[src/smap_pkg.sv]
// Constants, register map and encodings of the stop mode and alarm parameter block
package smap_pkg;

  // ==========================================================
  // Register word addresses (32-bit objects take two words, low first)
  localparam logic [15:0] ADDR_FAST_DECEL_LO = 16'h3300;
  localparam logic [15:0] ADDR_FAST_DECEL_HI = 16'h3301;
  localparam logic [15:0] ADDR_FAST_SEL = 16'h3400;
  localparam logic [15:0] ADDR_ENW_SEL = 16'h3410;
  localparam logic [15:0] ADDR_DIS_SEL = 16'h3420;
  localparam logic [15:0] ADDR_PAUSE_SEL = 16'h3430;
  localparam logic [15:0] ADDR_FAULT_SEL = 16'h3440;
  localparam logic [15:0] ADDR_RESTART = 16'h2F00;
  localparam logic [15:0] ADDR_PROF_DECEL_LO = 16'h4C00;
  localparam logic [15:0] ADDR_PROF_DECEL_HI = 16'h4C01;
  localparam logic [15:0] ADDR_HEAT_LIMIT = 16'h7180;
  localparam logic [15:0] ADDR_HEAT_READ = 16'h7190;
  localparam logic [15:0] ADDR_LOW_LIMIT = 16'h8670;
  localparam logic [15:0] ADDR_CHOP = 16'h8680;
  localparam logic [15:0] ADDR_HIGH_LIMIT = 16'h8690;
  localparam logic [15:0] ADDR_PARAM_SRC = 16'h7200;
  localparam logic [15:0] ADDR_SIM_RES = 16'h7210;
  localparam logic [15:0] ADDR_ALARM = 16'h1F00;

  // ==========================================================
  // Reset values (deceleration in units of 0.01 rps/s)
  localparam logic [15:0] SEL_RST = 16'h0000;
  localparam logic [15:0] PAUSE_SEL_RST = 16'h0001;
  localparam logic [31:0] PROF_DECEL_RST = 32'h0000_2710;
  localparam logic [31:0] FAST_DECEL_RST = 32'h0000_EE48;
  localparam logic [15:0] HEAT_LIMIT_RST = 16'h0064;
  localparam logic [15:0] LOW_LIMIT_RST = 16'h0012;
  localparam logic [15:0] CHOP_RST = 16'h003F;
  localparam logic [15:0] HIGH_LIMIT_RST = 16'h0046;
  localparam logic [7:0] PARAM_SRC_RST = 8'h02;
  localparam logic [7:0] PARAM_SRC_MAX = 8'h02;

  // ==========================================================
  // Stop selection values
  localparam logic [15:0] SEL_FREE = 16'h0000;
  localparam logic [15:0] SEL_RAMP = 16'h0001;
  localparam logic [15:0] SEL_QUICK = 16'h0002;
  localparam logic [15:0] SEL_PROF_HOLD = 16'h0005;
  localparam logic [15:0] SEL_QUICK_HOLD = 16'h0006;
  localparam logic [15:0] SEL_WINDING = 16'h0012;

  // Stop action kinds driven out of the block
  localparam logic [2:0] KIND_NONE = 3'h0;
  localparam logic [2:0] KIND_FREE = 3'h1;
  localparam logic [2:0] KIND_RAMP = 3'h2;
  localparam logic [2:0] KIND_QUICK = 3'h3;
  localparam logic [2:0] KIND_WINDING = 3'h4;

  // ==========================================================
  // Commands, control word and field positions
  localparam logic [15:0] CW_QUICK_STOP = 16'h000B;
  localparam int CW_PAUSE_BIT = 8;
  localparam logic [15:0] CMD_BOOT = 16'h55AA;
  localparam logic [15:0] CMD_RESTART = 16'hAA55;
  localparam logic [15:0] TEMP_NO_SENSOR = 16'hFFD8;
  localparam int ALARM_OVER_BIT = 5;
  localparam int ALARM_UNDER_BIT = 6;
  localparam logic [15:0] SIM_RES_A = 16'h0FA0;
  localparam logic [15:0] SIM_RES_B = 16'h1F40;
  localparam logic [15:0] SIM_RES_C = 16'h2710;
  localparam logic [7:0] MODE_PROFILE_A = 8'h01;
  localparam logic [7:0] MODE_PROFILE_B = 8'h03;
  localparam int SYNC_WIDTH = 2;

endpackage

[src/smap_sync.sv]
// Two-stage synchroniser for the limit and emergency stop pins
`timescale 1ns/1ps
`default_nettype none
module smap_sync (
  // Clock and reset
  input wire logic i_clk,
  input wire logic i_arst_n,
  // Pins and synchronised levels
  input wire logic [smap_pkg::SYNC_WIDTH-1:0] i_pin,
  output logic [smap_pkg::SYNC_WIDTH-1:0] o_level
);
  typedef struct packed {
    logic [smap_pkg::SYNC_WIDTH-1:0] meta;
    logic [smap_pkg::SYNC_WIDTH-1:0] stable;
  } smap_sync_s;

  smap_sync_s sync_reg;
  smap_sync_s sync_next;

  // First stage feeds only the second stage
  always_comb begin
    sync_next = sync_reg;
    for (int b = 0; b < smap_pkg::SYNC_WIDTH; b++) begin
      sync_next.meta[b] = i_pin[b];
      sync_next.stable[b] = sync_reg.meta[b];
    end
  end

  // State register
  always_ff @(posedge i_clk or negedge i_arst_n) begin
    if (!i_arst_n) begin
      sync_reg <= '0;
    end else begin
      sync_reg <= sync_next;
    end
  end

  assign o_level = sync_reg.stable;
endmodule // smap_sync
`default_nettype wire

[src/smap_stop_decode.sv]
// Maps a stop selection value to its braking action
`timescale 1ns/1ps
`default_nettype none
module smap_stop_decode (
  // Selection in force
  input wire logic [15:0] i_sel,
  // Decoded action
  output logic [2:0] o_kind,
  output logic o_off,
  output logic o_hold
);
  // Pure decode; refused values never reach the store
  always_comb begin
    o_kind = smap_pkg::KIND_NONE;
    o_off = 1'b0;
    o_hold = 1'b0;
    unique case (i_sel)
      smap_pkg::SEL_FREE: begin
        o_kind = smap_pkg::KIND_FREE;
        o_off = 1'b1;
      end
      smap_pkg::SEL_RAMP: begin
        o_kind = smap_pkg::KIND_RAMP;
        o_off = 1'b1;
      end
      smap_pkg::SEL_QUICK: begin
        o_kind = smap_pkg::KIND_QUICK;
        o_off = 1'b1;
      end
      smap_pkg::SEL_PROF_HOLD: begin
        o_kind = smap_pkg::KIND_RAMP;
        o_hold = 1'b1;
      end
      smap_pkg::SEL_QUICK_HOLD: begin
        o_kind = smap_pkg::KIND_QUICK;
        o_hold = 1'b1;
      end
      // Winding brake needs no encoder feedback
      smap_pkg::SEL_WINDING: begin
        o_kind = smap_pkg::KIND_WINDING;
        o_off = 1'b1;
      end
      default: begin
        o_kind = smap_pkg::KIND_NONE;
      end
    endcase
  end
endmodule // smap_stop_decode
`default_nettype wire

[src/smap_top.sv]
// Stop mode selection, alarm thresholds and restart command parameter bank
`timescale 1ns/1ps
`default_nettype none
module smap_top (
  // Clock and reset
  input wire logic i_clk,
  input wire logic i_arst_n,
  // Parameter register port
  input wire logic i_req,
  input wire logic i_wr,
  input wire logic [15:0] i_addr,
  input wire logic [15:0] i_wdata,
  output logic o_ack,
  output logic o_err,
  output logic [15:0] o_rdata,
  // Stop events
  input wire logic i_limit_pin,
  input wire logic i_estop_pin,
  input wire logic [15:0] i_ctrl_word,
  input wire logic i_drive_enable,
  input wire logic i_disable_req,
  input wire logic i_fault,
  input wire logic [7:0] i_work_mode,
  // Measurements
  input wire logic [15:0] i_motor_temp,
  input wire logic i_temp_sensor_ok,
  input wire logic [15:0] i_supply_volts,
  input wire logic i_enc_is_comm,
  // Stop action
  output logic [2:0] o_stop_kind,
  output logic o_switch_off,
  output logic o_qs_active,
  output logic o_pause_active,
  output logic [31:0] o_decel_rate,
  // Alarms and status
  output logic [15:0] o_temp_reading,
  output logic o_heat_alarm,
  output logic [15:0] o_alarm_status,
  output logic o_chopper_on,
  // Configuration and commands
  output logic [7:0] o_param_source,
  output logic o_boot_pulse,
  output logic o_restart_pulse,
  output logic o_sim_enc_en,
  output logic [15:0] o_sim_enc_res
);
  // ==========================================================
  // State
  typedef enum logic [3:0] {
    ST_RUN = 4'b0001,
    ST_QSTOP = 4'b0010,
    ST_STOP = 4'b0100,
    ST_PAUSE = 4'b1000
  } smap_state_e;

  typedef struct packed {
    smap_state_e state;
    logic [15:0] fast_sel;
    logic [15:0] enw_sel;
    logic [15:0] dis_sel;
    logic [15:0] pause_sel;
    logic [15:0] fault_sel;
    logic [31:0] fast_decel;
    logic [31:0] prof_decel;
    logic [15:0] heat_limit;
    logic [15:0] low_limit;
    logic [15:0] chop;
    logic [15:0] high_limit;
    logic [7:0] src;
    logic [15:0] sim_res, sim_active, sim_out;
    logic [15:0] restart_val;
    logic ack, err;
    logic [15:0] rdata;
    logic [2:0] kind;
    logic sw_off, qs_hold, pause, qs_on;
    logic [31:0] decel;
    logic [15:0] temp;
    logic heat_alarm;
    logic [15:0] alarm;
    logic chop_on;
    logic boot, rst_pulse, sim_en;
  } smap_top_s;

  smap_top_s top_reg;
  smap_top_s top_next;

  // ==========================================================
  // Pin synchronisers and selection decode
  logic [1:0] pin_level;
  logic [15:0] act_sel;
  logic [2:0] dec_kind;
  logic dec_off;
  logic dec_hold;
  logic qs_evt;

  smap_sync smap_sync_inst (
    .i_clk(i_clk),
    .i_arst_n(i_arst_n),
    .i_pin({i_estop_pin, i_limit_pin}),
    .o_level(pin_level)
  );

  smap_stop_decode smap_stop_decode_inst (
    .i_sel(act_sel),
    .o_kind(dec_kind),
    .o_off(dec_off),
    .o_hold(dec_hold)
  );

  // Quick stop sources
  assign qs_evt = pin_level[0] | pin_level[1] | (i_ctrl_word == smap_pkg::CW_QUICK_STOP);

  // Value checks that guard the fast, enable-withdrawal, disable and fault selection writes and the resolution write
  function automatic logic fast_ok(input logic [15:0] v);
    fast_ok = (v == smap_pkg::SEL_FREE) || (v == smap_pkg::SEL_RAMP) || (v == smap_pkg::SEL_QUICK) ||
              (v == smap_pkg::SEL_PROF_HOLD) || (v == smap_pkg::SEL_QUICK_HOLD) || (v == smap_pkg::SEL_WINDING);
  endfunction

  function automatic logic std_ok(input logic [15:0] v);
    std_ok = (v == smap_pkg::SEL_FREE) || (v == smap_pkg::SEL_RAMP) || (v == smap_pkg::SEL_QUICK) ||
             (v == smap_pkg::SEL_WINDING);
  endfunction

  function automatic logic res_ok(input logic [15:0] v);
    res_ok = (v == 16'h0000) || (v == smap_pkg::SIM_RES_A) || (v == smap_pkg::SIM_RES_B) ||
             (v == smap_pkg::SIM_RES_C);
  endfunction

  // ==========================================================
  // Stop selection by event priority: fault, quick stop, disable, shutdown, pause
  always_comb begin
    if (i_fault) begin
      act_sel = top_reg.fault_sel;
    end else if (qs_evt) begin
      act_sel = top_reg.fast_sel;
    end else if (i_disable_req) begin
      act_sel = top_reg.dis_sel;
    end else if (!i_drive_enable) begin
      act_sel = top_reg.enw_sel;
    end else begin
      act_sel = top_reg.pause_sel;
    end
  end

  // ==========================================================
  // Next state: register port, stop behaviour, alarms
  always_comb begin
    top_next = top_reg;
    top_next.ack = 1'b0;
    top_next.err = 1'b0;
    top_next.boot = 1'b0;
    top_next.rst_pulse = 1'b0;
    // Register port; refused writes keep the stored value
    if (i_req) begin
      top_next.ack = 1'b1;
      if (i_wr) begin
        unique case (i_addr)
          smap_pkg::ADDR_FAST_SEL: if (fast_ok(i_wdata)) top_next.fast_sel = i_wdata; else top_next.err = 1'b1;
          smap_pkg::ADDR_ENW_SEL: if (std_ok(i_wdata)) top_next.enw_sel = i_wdata; else top_next.err = 1'b1;
          smap_pkg::ADDR_DIS_SEL: if (std_ok(i_wdata)) top_next.dis_sel = i_wdata; else top_next.err = 1'b1;
          smap_pkg::ADDR_FAULT_SEL: if (std_ok(i_wdata)) top_next.fault_sel = i_wdata; else top_next.err = 1'b1;
          smap_pkg::ADDR_PAUSE_SEL: begin
            if (i_wdata == smap_pkg::SEL_RAMP || i_wdata == smap_pkg::SEL_QUICK) top_next.pause_sel = i_wdata;
            else top_next.err = 1'b1;
          end
          smap_pkg::ADDR_FAST_DECEL_LO: top_next.fast_decel[15:0] = i_wdata;
          smap_pkg::ADDR_FAST_DECEL_HI: top_next.fast_decel[31:16] = i_wdata;
          smap_pkg::ADDR_PROF_DECEL_LO: top_next.prof_decel[15:0] = i_wdata;
          smap_pkg::ADDR_PROF_DECEL_HI: top_next.prof_decel[31:16] = i_wdata;
          smap_pkg::ADDR_HEAT_LIMIT: top_next.heat_limit = i_wdata;
          smap_pkg::ADDR_LOW_LIMIT: top_next.low_limit = i_wdata;
          smap_pkg::ADDR_CHOP: top_next.chop = i_wdata;
          smap_pkg::ADDR_HIGH_LIMIT: top_next.high_limit = i_wdata;
          smap_pkg::ADDR_PARAM_SRC: begin
            if (i_wdata <= {8'h00, smap_pkg::PARAM_SRC_MAX}) top_next.src = i_wdata[7:0];
            else top_next.err = 1'b1;
          end
          smap_pkg::ADDR_SIM_RES: if (res_ok(i_wdata)) top_next.sim_res = i_wdata; else top_next.err = 1'b1;
          smap_pkg::ADDR_RESTART: begin
            top_next.restart_val = i_wdata;
            top_next.boot = (i_wdata == smap_pkg::CMD_BOOT);
            top_next.rst_pulse = (i_wdata == smap_pkg::CMD_RESTART);
            // Stored resolution only goes live at restart
            if (i_wdata == smap_pkg::CMD_RESTART) top_next.sim_active = top_reg.sim_res;
          end
          default: top_next.err = 1'b1;
        endcase
        top_next.rdata = 16'h0000;
      end else begin
        unique case (i_addr)
          smap_pkg::ADDR_FAST_SEL: top_next.rdata = top_reg.fast_sel;
          smap_pkg::ADDR_ENW_SEL: top_next.rdata = top_reg.enw_sel;
          smap_pkg::ADDR_DIS_SEL: top_next.rdata = top_reg.dis_sel;
          smap_pkg::ADDR_PAUSE_SEL: top_next.rdata = top_reg.pause_sel;
          smap_pkg::ADDR_FAULT_SEL: top_next.rdata = top_reg.fault_sel;
          smap_pkg::ADDR_FAST_DECEL_LO: top_next.rdata = top_reg.fast_decel[15:0];
          smap_pkg::ADDR_FAST_DECEL_HI: top_next.rdata = top_reg.fast_decel[31:16];
          smap_pkg::ADDR_PROF_DECEL_LO: top_next.rdata = top_reg.prof_decel[15:0];
          smap_pkg::ADDR_PROF_DECEL_HI: top_next.rdata = top_reg.prof_decel[31:16];
          smap_pkg::ADDR_HEAT_LIMIT: top_next.rdata = top_reg.heat_limit;
          smap_pkg::ADDR_HEAT_READ: top_next.rdata = top_reg.temp;
          smap_pkg::ADDR_LOW_LIMIT: top_next.rdata = top_reg.low_limit;
          smap_pkg::ADDR_CHOP: top_next.rdata = top_reg.chop;
          smap_pkg::ADDR_HIGH_LIMIT: top_next.rdata = top_reg.high_limit;
          smap_pkg::ADDR_PARAM_SRC: top_next.rdata = {8'h00, top_reg.src};
          smap_pkg::ADDR_SIM_RES: top_next.rdata = top_reg.sim_res;
          smap_pkg::ADDR_RESTART: top_next.rdata = top_reg.restart_val;
          smap_pkg::ADDR_ALARM: top_next.rdata = top_reg.alarm;
          default: begin
            top_next.rdata = 16'h0000;
            top_next.err = 1'b1;
          end
        endcase
      end
    end
    // Stop state follows the highest event present
    if (i_fault || qs_evt || i_disable_req || !i_drive_enable) begin
      top_next.state = (qs_evt && !i_fault) ? ST_QSTOP : ST_STOP;
      top_next.kind = dec_kind;
      top_next.sw_off = dec_off;
      top_next.qs_hold = dec_hold && qs_evt && !i_fault;
      top_next.pause = 1'b0;
    end else if (i_ctrl_word[smap_pkg::CW_PAUSE_BIT]) begin
      // Pause keeps the power stage on
      top_next.state = ST_PAUSE;
      top_next.kind = dec_kind;
      top_next.sw_off = 1'b0;
      top_next.qs_hold = 1'b0;
      top_next.pause = 1'b1;
    end else begin
      top_next.state = ST_RUN;
      top_next.kind = smap_pkg::KIND_NONE;
      top_next.sw_off = 1'b0;
      top_next.qs_hold = 1'b0;
      top_next.pause = 1'b0;
    end
    top_next.qs_on = (top_next.state == ST_QSTOP); // Registered copy so the output needs no decode
    // Deceleration handed to the profile generator
    if (top_next.state != ST_RUN) begin
      unique case (dec_kind)
        smap_pkg::KIND_QUICK: top_next.decel = top_reg.fast_decel;
        smap_pkg::KIND_RAMP: top_next.decel = top_reg.prof_decel;
        default: top_next.decel = 32'h0000_0000;
      endcase
    end else if (i_work_mode == smap_pkg::MODE_PROFILE_A || i_work_mode == smap_pkg::MODE_PROFILE_B) begin
      top_next.decel = top_reg.prof_decel;
    end else begin
      top_next.decel = 32'h0000_0000;
    end
    // Temperature; a missing sensor must not raise a heat alarm
    top_next.temp = i_temp_sensor_ok ? i_motor_temp : smap_pkg::TEMP_NO_SENSOR;
    top_next.heat_alarm = i_temp_sensor_ok && ($signed(i_motor_temp) > $signed(top_reg.heat_limit));
    // Supply alarms
    top_next.alarm = 16'h0000;
    top_next.alarm[smap_pkg::ALARM_OVER_BIT] = i_supply_volts > top_reg.high_limit;
    top_next.alarm[smap_pkg::ALARM_UNDER_BIT] = i_supply_volts < top_reg.low_limit;
    top_next.chop_on = i_supply_volts >= top_reg.chop;
    top_next.sim_en = i_enc_is_comm && (top_reg.sim_active != 16'h0000);
    top_next.sim_out = top_next.sim_en ? top_next.sim_active : 16'h0000;
  end

  // ==========================================================
  // State register
  always_ff @(posedge i_clk or negedge i_arst_n) begin
    if (!i_arst_n) begin
      top_reg <= '0;
      top_reg.state <= ST_RUN;
      top_reg.fast_sel <= smap_pkg::SEL_RST;
      top_reg.enw_sel <= smap_pkg::SEL_RST;
      top_reg.dis_sel <= smap_pkg::SEL_RST;
      top_reg.fault_sel <= smap_pkg::SEL_RST;
      top_reg.pause_sel <= smap_pkg::PAUSE_SEL_RST;
      top_reg.fast_decel <= smap_pkg::FAST_DECEL_RST;
      top_reg.prof_decel <= smap_pkg::PROF_DECEL_RST;
      top_reg.heat_limit <= smap_pkg::HEAT_LIMIT_RST;
      top_reg.low_limit <= smap_pkg::LOW_LIMIT_RST;
      top_reg.chop <= smap_pkg::CHOP_RST;
      top_reg.high_limit <= smap_pkg::HIGH_LIMIT_RST;
      top_reg.src <= smap_pkg::PARAM_SRC_RST;
      top_reg.temp <= smap_pkg::TEMP_NO_SENSOR;
    end else begin
      top_reg <= top_next;
    end
  end

  // Outputs straight from the state register
  assign o_ack = top_reg.ack;
  assign o_err = top_reg.err;
  assign o_rdata = top_reg.rdata;
  assign o_stop_kind = top_reg.kind;
  assign o_switch_off = top_reg.sw_off;
  assign o_qs_active = top_reg.qs_on;
  assign o_pause_active = top_reg.pause;
  assign o_decel_rate = top_reg.decel;
  assign o_temp_reading = top_reg.temp;
  assign o_heat_alarm = top_reg.heat_alarm;
  assign o_alarm_status = top_reg.alarm;
  assign o_chopper_on = top_reg.chop_on;
  assign o_param_source = top_reg.src;
  assign o_boot_pulse = top_reg.boot;
  assign o_restart_pulse = top_reg.rst_pulse;
  assign o_sim_enc_en = top_reg.sim_en;
  assign o_sim_enc_res = top_reg.sim_out;

  // ==========================================================
  // Checks
  qs_entry_a: assert property (@(posedge i_clk) disable iff (!i_arst_n)
    (i_ctrl_word == smap_pkg::CW_QUICK_STOP && !i_fault) |=> o_qs_active)
    else $error("quick stop word did not enter quick stop");
  qs_hold_a: assert property (@(posedge i_clk) disable iff (!i_arst_n)
    (o_qs_active && top_reg.qs_hold) |-> !o_switch_off)
    else $error("holding quick stop switched off");
  winding_a: assert property (@(posedge i_clk) disable iff (!i_arst_n)
    (i_fault && top_reg.fault_sel == smap_pkg::SEL_WINDING) |=> o_stop_kind == smap_pkg::KIND_WINDING)
    else $error("winding brake not applied");
  shutdown_a: assert property (@(posedge i_clk) disable iff (!i_arst_n)
    (!i_drive_enable && !i_fault && !qs_evt && !i_disable_req) |=> (o_stop_kind != smap_pkg::KIND_NONE))
    else $error("enable withdrawal gave no stop");
  pause_on_a: assert property (@(posedge i_clk) disable iff (!i_arst_n)
    o_pause_active |-> (!o_switch_off && o_stop_kind != smap_pkg::KIND_FREE))
    else $error("pause switched motor off");
  fast_decel_a: assert property (@(posedge i_clk) disable iff (!i_arst_n)
    (o_stop_kind == smap_pkg::KIND_QUICK) |-> (o_decel_rate == $past(top_reg.fast_decel)))
    else $error("quick stop used wrong deceleration");
  temp_default_a: assert property (@(posedge i_clk) disable iff (!i_arst_n)
    !i_temp_sensor_ok |=> (o_temp_reading == smap_pkg::TEMP_NO_SENSOR && !o_heat_alarm))
    else $error("missing sensor not shown as -40");
  volt_alarm_a: assert property (@(posedge i_clk) disable iff (!i_arst_n)
    (i_supply_volts > top_reg.high_limit) |=> o_alarm_status[smap_pkg::ALARM_OVER_BIT])
    else $error("overvoltage not flagged");
  sel_reject_a: assert property (@(posedge i_clk) disable iff (!i_arst_n)
    (i_req && i_wr && i_addr == smap_pkg::ADDR_ENW_SEL && !std_ok(i_wdata)) |=> (o_err && $stable(top_reg.enw_sel)))
    else $error("illegal selection was stored");
  restart_a: assert property (@(posedge i_clk) disable iff (!i_arst_n)
    (i_req && i_wr && i_addr == smap_pkg::ADDR_RESTART && i_wdata == smap_pkg::CMD_BOOT) ##1
    !(i_req && i_wr && i_addr == smap_pkg::ADDR_RESTART && i_wdata == smap_pkg::CMD_BOOT)
    |-> o_boot_pulse ##1 !o_boot_pulse)
    else $error("bootloader pulse wrong");

endmodule // smap_top
`default_nettype wire

[config.mk]
export PLATFORM = sky130hd
export DESIGN_NAME = smap_top
export DESIGN_NICKNAME = d
export VERILOG_FILES = /design/src/smap_pkg.sv /design/src/smap_sync.sv /design/src/smap_stop_decode.sv /design/src/smap_top.sv
export SDC_FILE = /design/constraint.sdc
export NUM_CORES = 1
export LEC_CHECK = 0
export BUFFER_PORTS_ARGS = -buffer_cell sky130_fd_sc_hd__buf_2
export CORE_MARGIN = 3
export CORE_UTILIZATION = 63
export CTS_BUF_LIST = sky130_fd_sc_hd__clkbuf_16
export CTS_CLUSTER_DIAMETER = 80
export DETAILED_ROUTE_END_ITERATION = 7
export HOLD_SLACK_MARGIN = 0.06
export PLACE_DENSITY_LB_ADDON = 0.12
export SETUP_SLACK_MARGIN = 0.4
export SLEW_MARGIN = 15
export SYNTH_ARGS = -nofsm -noshare
export SYNTH_HDL_FRONTEND = slang
export SYNTH_SLANG_ARGS = --single-unit
[constraint.sdc]
create_clock -name i_clk -period 7.1 [get_ports i_clk]
set_input_delay 0.71 -clock i_clk [delete_from_list [all_inputs] [get_ports i_clk]]
set_output_delay 0.71 -clock i_clk [all_outputs]
set_load 0.05 [all_outputs]
[Word-level counts from Yosys, hierarchy flattened]
Cells that the tools add are included.
Operators by class
  add/sub/neg operators: 0
  $mul: 0
  div/mod/pow operators: 0
  magnitude comparators: 5
  equal/unequal tests: 40
  shifts and indexed selects: 0
  muxes and demuxes: 34
  bitwise logic cells: 2
  reductions and logical operators: 47
Operator list (number)
  $pmux W16 S18: 1
  $mux W16: 10
  $eq A16 B14 Y1 const B: 9
  $eq A16 B15 Y1 const B: 7
  $eq A16 B16 Y1 const B: 4
  $eq A16 B3 Y1 const B: 4
  $mux W32: 2
  $pmux W32 S2: 1
  $eq A16 B1 Y1 const B: 2
  $eq A16 B13 Y1 const B: 2
  $eq A16 B2 Y1 const B: 2
  $eq A16 B5 Y1 const B: 2
  $gt A16 B16 Y1: 2
  $logic_not A16 Y1: 2
  $reduce_and A4 Y1: 7
  $reduce_and A3 Y1: 9
  $mux W18: 1
  $reduce_or A18 Y1: 1
  $mux W17: 1
  $eq A16 B12 Y1 const B: 1
  $eq A16 B4 Y1 const B: 1
  $ge A16 B16 Y1: 1
  $le A16 B2 Y1 const B: 1
  $lt A16 B16 Y1: 1
  other kinds (21): 54
Storage, ports and cells
  flip-flop bits (word level): 363
  latch bits: 0
  bits in writable memories: 0
  bits in read-only memories: 0
  input port bits: 99
  output and inout port bits: 117
  word-level logic and storage cells: 163
  memories kept: 0

[Longest topological paths before layout]
Gate-level depths: netlist (run 1).
  word-level depth: 10
  gate-level depth with buffers: 10
  depth with buffers taken out: 9

[By module]
Synthesis (run 1) repeated with hierarchy kept, for this count alone.
Second synthesis, totals
  cell total of the unflattened synthesis: 1676
  area total of the unflattened synthesis: 18293.8 µm²
By module, submodules not included
  smap_top: instances 1, cells each 1659, area an instance 18057.3 µm², seq. area each 9034.9 µm²
  smap_stop_decode: instances 1, cells each 13, area an instance 136.4 µm², seq. area each 0.0 µm²
  smap_sync: instances 1, cells each 4, area an instance 100.1 µm², seq. area each 100.1 µm²

[Worst setup path after synthesis (run 1)]
OpenSTA, ideal clock, no wires.
  path kind: input -> register
  start: in i_addr[6]
  end: reg top_reg (netlist bit o_sim_enc_res[5])
  setup time: 0.119 ns
  data arrival time: 2.824 ns
  required time: 6.981 ns
  path slack: 4.157 ns
  stages on the path: 9
  buffers on the path: 2
  path through: clkbuf_1 nor2_1 nand3_4 nor4_4 nand2_2 nor4_4 buf_6 mux2_4 and2_1
RTL lines
  start: declaration: line smap_top.sv:11  | input wire logic [15:0] i_addr,
  end signal: assignment: line smap_top.sv:282  | top_reg <= top_next;
  end: declaration: line smap_top.sv:84  | smap_top_s top_reg;

[Worst setup path after layout (run 1)]
  start: in i_addr[1]
  end: reg top_reg (netlist bit o_param_source[0])
On the way
  word-level cells in the longest chain between the ends: 2
RTL lines
  $eq A16 B15 Y1: line smap_top.sv:157  | unique case (i_addr)
  $reduce_and A4 Y1 (no source line)
Every way passes these cells.
A chain may end at the register's enable or synchronous reset.

==> impl_metrics.yaml, run 1 <==
sta:
  slew_headroom_pct: 24.9
  holdWs_ns: 0.210
  period_share_pct: 48.3
  slew_viol_final: 0
  post-route-min-period_ns: 3.43
  worst_slack_ns: 3.67
  hold_violations: 0
  setup_viol: 0
  tightest_slew_ns: 1.13
  tns_ns: 0
  fin_skew_ns: 0.0117
  fmax_ghz: 0.292
  rsz0062_at_grt: "no"
yosys:
  netlist_area_um2: 18100
  yosysTopAreaCell: "dfrtp_1"
  ys_ff_latch: 363
  synth_top_area_share_pct: 44.6
  yosys_warnings: 0
  syn_inst: 1517
  async_flop_share_pct: 100
  synth_edf_count: 0
  ys_seq_area_share_pct: 50.6
  synthTopCellsByArea: "dfrtp_1 (45%), mux2_2 (10%), dfstp_2 (6.0%), buf_4 (4.4%), ha_1 (4.4%)"
  syn_avg_cell_area_um2: 11.9
  ys.flop_type: "dfrtp_1"
  ys_types: 74
final_layout:
  utilization_pct: 71.3
  seqCellArea_um2: 9140
  instances_no_fill: 2015
  multiInputGateArea_um2: 7550
  finalInstanceArea_um2: 20000
  largest_reg_flops: 256
  drive_gt1_share_pct: 32.6
  nFillCells: 2009
  synthToLayoutAreaGrowth_pct: 10.7
  nets: 1769
power:
  finalPower_mw: 4.47
  switching_share_pct: 23.0
  seq_power_share_pct: 46.8
  p_leak_nw: 9.74
  p_clk_share_pct: 47.2
  ir_drop_mv: 0.243
  p_comb_share_pct: 6.0
  power.density_nw_per_um2: 224
  power.internal_mw: 3.44
  power_switching_mw: 1.03
detailed_routing:
  viasPerCell: 6.55
  dr.pass1.iters: 6
  drt_iter0_drc: 1426
  vias: 13200
  drc: 0
  wirelength_um: 54100
  wl_per_cell_um: 26.9
  ant_nets: 0
placement:
  placed_cell_area_um2: 18700
  place_hpwl_um: 37800
  port_buffers: 200
  gp_congestion: 0.923
  dp_cells: 1945
  dp_slack_ns: 3.17
die:
  die_w_um: 175
  fp.dieH_um: 175
  start_util_pct: 64.4
  io_pins: 216
  core_um2: 28000
  dieArea_um2: 30700
  rows: 61
clocking:
  cts_setup_buffers: 0
  cts_max_level: 2
  tritoncts: "done"
  cts.sinks: 363
  clock_tree.buffer_depth: 3
  cts.clk_slew.worst_paths_ns: 0.06
  insertion_delay_ns: 0.53
  cts_made_buffers: 38
  root_buffer: "clkbuf_16"
  cts_resized: 0
  cts_hold_buf: 0
setup_path:
  critPathMaxFanout: 10
  cp.arrival_ns: 3.84
  r2r_start: "smap_sync_inst.o_level[1]$_DFF_PN0_"
  worst_setup_path_end_kind: "register"
  cp-start-kind: "input port"
  reg2regPathDepth: 8
  regToRegSetupSlack_ns: 3.99
  rr_endpoint: "o_decel_rate[13]$_DFF_PN0_"
  critical_path_class: "in -> reg"
  crit_required_ns: 7.51
grt:
  grt_use_total_pct: 34.8
  grt.overflow.total: 0
  grt_pass1_vias: 13100
  grt_pass1_wl_um: 80300
  antenna_found_initial: 4
  grt_max_degree: 175
min_path:
  hold_class: "in -> async"
run_status:
  status: "completed"
run:
  cap_violations: 0
worst max-delay path: stages:
cell	delay (ns)
buf_2	0.12
or4_1	0.92
nor4_4	0.91
nor4b_4	0.75
mux2_2	0.41
placed cells by master (no fill, tap or decap), drive strengths merged, types with 5 or more instances in the layout:
master	instances
a211oi	7
a21o	18
a21oi	20
a221oi	38
a222oi	26
a22o	65
a22oi	24
and2	24
and2b	8
and3	7
buf	222
bufinv	8
clkbuf	39
clkinv	15
conb	14
dfrtp	322
dfstp	41
ha	63
inv	87
mux2	174
mux2i	8
nand2	48
nand2b	26
nand3	14
nand4	29
nor2	30
nor2b	73
nor3	19
nor4	35
nor4b	6
o21a	5
o21ai	36
o22ai	13
or2	6
or4	9
or4b	6
metal layers:
| layer | vias up | part of all wire [%] | GRT usage [%] |
|---|---|---|---|
| li1 | 5613 | - | - |
| met1 | 6654 | 38 | 45.8 |
| met2 | 760 | 46 | 54.5 |
| met3 | 160 | 9.9 | 8.50 |
| met4 | 2 | 5.8 | 17.5 |
| met5 | - | 0.024 | 0 |
Yosys cell counts, drive strengths merged (6+ instances only):
cell type	count
a211oi	7
nor3	19
a221oi	38
nand4	29
ha	63
or2	6
clkbuf	51
buf	134
nand3	14
nor2b	73
or4b	6
a22oi	24
inv	82
a22o	65
and2b	8
mux2	174
o21ai	36
nor2	30
nor4b	6
o22ai	13
dfstp	41
a21o	18
and3	7
and2	24
nand2	48
a222oi	26
mux2i	8
nand2b	26
dfrtp	322
or4	9
nor4	35
a21oi	20
logic make-up (layout without fill, tap and decap cells):
| logic type | count (synthesis) | in the layout | synth area share, % |
|---|---|---|---|
| adders and majority gates | 63 | 63 | 4.37 |
| buffers and inverters | 267 | 373 | 8.10 |
| AOI/OAI and AO/OA | 272 | 272 | 11.7 |
| muxes | 182 | 182 | 11.5 |
| and+or+nand+nor | 367 | 367 | 13.6 |
| DFF | 363 | 363 | 50.6 |
| xor gates and xnor gates | 2 | 2 | 0.0971 |
| other | 1 | 15 | 0.0208 |
power by group through the flow:
stage | registers, mW | clock network (mW) | logic [mW]
floorplan | 2.13 | 0 | 0.139
global placement | 2.13 | 0 | 0.261
detailed placement | 2.13 | 0 | 0.265
CTS | 2.09 | 2.12 | 0.267
global route | 2.09 | 2.21 | 0.290
finish | 2.09 | 2.11 | 0.268
final cells by class:
class | count | share of cell area (%)
clock buffers | 39 | 4.88
well taps | 378 | 2.37
multi-input cells | 900 | 37.8
clock inverters | 30 | 1.73
flip-flops and latches | 363 | 45.7
diodes | 1 | 0.0125
repair buffers | 222 | 5.95
inverters | 82 | 1.54
worst max-delay path by stage:
stage | startpoint | end | slack (ns) | cells after the start
3_5_place_dp | i_addr[1] | o_param_source[0]$_DFFE_PN0P_ | 3.17 | 5
5_1_grt | i_wdata[11] | top_reg[326]$_DFFE_PN0P_ | 3.62 | 7
4_1_cts | i_addr[1] | o_param_source[0]$_DFFE_PN0P_ | 3.71 | 5
2_1_floorplan | i_addr[6] | o_sim_enc_res[5]$_DFF_PN0_ | 4.16 | 9
3_3_place_gp | i_addr[1] | o_param_source[0]$_DFFE_PN0P_ | 3.18 | 5
6_report | i_addr[1] | o_param_source[0]$_DFFE_PN0P_ | 3.67 | 5
Power figures use the tool's default switching activity.
==> run 2: changes to the inputs <==
CORE_UTILIZATION = 53   (was 63)
clock period = 3.15 ns   (was 7.1 ns; I/O delays follow)
==> run 2 against run 1 <==
  * Total power grew 120%
  * Worst setup slack worse by 3.2 ns
  * Final cell count is 6.2% higher
  * Clock-buffer cell count stayed put
  * Hold slack lost 0.12 ns
  * Critical path depth grew 2
  * Sequential share of layout area decreased by 1.6 points
  * Sequential power is 130% higher
  * Utilization shrank 8.7 points
  * Critical path type is now reg -> reg
  * Critical endpoint is now o_decel_rate[26]$_DFF_PN0_
  * Highest routed layer unchanged
==> impl_metrics.yaml, run 2 (synthesis results as in run 1) <==
run_status:
  status: "completed"
placement:
  dp_cells: 2047
  dp_slack_ns: 0.239
  gp_congestion: 0.934
  place_hpwl_um: 40200
  port_buffers: 200
clocking:
  tritoncts: "done"
  root_buffer: "clkbuf_16"
  cts_made_buffers: 39
  cts_max_level: 2
  cts.clk_slew.worst_paths_ns: 0.06
  clock_tree.buffer_depth: 3
  insertion_delay_ns: 0.54
  cts.sinks: 363
run:
  cap_violations: 0
setup_path:
  slowest_delay_ns: 0.58
  cp.depth: 7
  crit_required_ns: 3.62
  critPathMaxFanout: 32
  cp.arrival_ns: 3.13
  path_cells: "or4_1 -> o41ai_1 -> nor4bb_2 -> o22ai_2 -> o32ai_4 -> buf_12 -> a22o_1"
  critPathBufInv: 1
  crit_family: "compound AO/OA/AOI/OAI gates"
  reg2regPathDepth: 7
  cp-start-kind: "register"
  critical_path_class: "reg -> reg"
  worst_setup_path_end_kind: "register"
  cp_slowest_cell: "or4_1"
die:
  core_um2: 33000
  fp.dieH_um: 191
  die_w_um: 191
  dieArea_um2: 36300
  start_util_pct: 54.7
  rows: 66
  io_pins: 216
power:
  p_leak_nw: 10.1
  ir_drop_mv: 0.380
  finalPower_mw: 10.0
  power.density_nw_per_um2: 483
detailed_routing:
  wl_per_cell_um: 26.3
  ant_nets: 0
  vias: 13200
  viasPerCell: 6.16
  drc: 0
  wirelength_um: 56300
  drt_iter0_drc: 1245
  dr.pass1.iters: 6
sta:
  slew_viol_final: 0
  hold_violations: 0
  fmax_ghz: 0.376
  period_share_pct: 84.3
  tightest_slew_ns: 0.785
  slew_headroom_pct: 47.6
  tns_ns: 0
  fin_skew_ns: 0.0176
  post-route-min-period_ns: 2.66
  setup_viol: 0
  rsz0062_at_grt: "no"
  worst_slack_ns: 0.493
grt:
  grt_use_total_pct: 31.0
  grt_pass1_vias: 13000
  grt.overflow.total: 0
  grt_pass1_wl_um: 83300
  grt_max_degree: 101
  antenna_found_initial: 4
final_layout:
  synthToLayoutAreaGrowth_pct: 14.7
  nets: 1827
  largest_reg_flops: 256
  final_common_cell: "dfrtp_1"
  drive_gt1_share_pct: 33.8
  instances_no_fill: 2139
  most-common-layout-cells: "dfrtp_1 (322), buf_2 (199), mux2_2 (164)"
min_path:
  hold_class: "in -> reg"
  whs_path_depth: 2
## run 2: changes by cell type in the layout (fill, tap and decap cells not counted), sizes merged
| cell | before | now |
|---|---|---|
| clkinvlp | 2 | 1 |
| bufinv | 8 | 6 |
| buf | 222 | 262 |
| inv | 87 | 94 |
| dlygate4sd3 | 0 | 17 |
| clkinv | 15 | 14 |
## run 2: path summary, 6_finish.rpt
| path | startpoint | slack, ns | to |
|---|---|---|---|
| max reg2reg | top_reg[337]$_DFFE_PN0P_ | 0.49 | o_decel_rate[26]$_DFF_PN0_ |
| min in group asynchronous | i_arst_n | 0.30 | o_sim_enc_res[2]$_DFF_PN0_ |
| max | top_reg[337]$_DFFE_PN0P_ | 0.49 | o_decel_rate[26]$_DFF_PN0_ |
| min | i_motor_temp[4] | 0.09 | o_temp_reading[4]$_DFF_PN1_ |
| max in group asynchronous | i_arst_n | 1.95 | top_reg[239]$_DFFE_PN1P_ |
| min reg2reg | smap_sync_inst.sync_next[1]$_DFF_PN0_ | 0.35 | smap_sync_inst.o_level[1]$_DFF_PN0_ |
## run 2: layer usage
metal | GRT usage (%) | wire, µm
met1 | 42.1 | 22800
met4 | 12.8 | 2680
met3 | 5.59 | 4560
met2 | 49.7 | 26200
met5 | 0 | 51
## run 2: area by class of cell
class | instances | area [µm²]
repair buffers | 279 | 1860
clock buffers | 39 | 976
inverters | 82 | 308
well taps | 442 | 553
flip-flops and latches | 363 | 9140
diodes | 1 | 2.50
multi-input cells | 900 | 7560
clock inverters | 33 | 308
fillers | 2658 | 12300
## run 2: power breakdown
part	total [mW]	internal (mW)	switching, mW
clock network	4.64	2.75	1.89
logic	0.643	0.185	0.458
registers	4.71	4.69	0.0176
total	10.0	7.63	2.37
## run 2: what timing repair did
action | 4_1_cts | 5_1_grt
pin swaps | 0 | 1
endpoints found under the setup margin | 6 | 33
buffers inserted | 0 | 2
hold buffers | 17 | 0
endpoints found under the hold margin | 58 | 0
resized for setup | 2 | 2
## run 2: per-stage QoR
step                      util [%]  area [µm²]  hold WS, ns
after floorplan                  -       18100       0.0194
after global placement        58.1       19200        0.264
after detailed placement      58.1       19200        0.252
after CTS                     62.6       20700       0.0600
after global routing          62.7       20700       0.0689
final                         62.7       20700       0.0856
## run 2: worst register-to-register path: cells and delay by family, from the launching register on
kind            cells  cell delay (ns)
buf+inv             1             0.25
simple gates        2             0.88
compound gates      4             1.07
flops               1             0.40
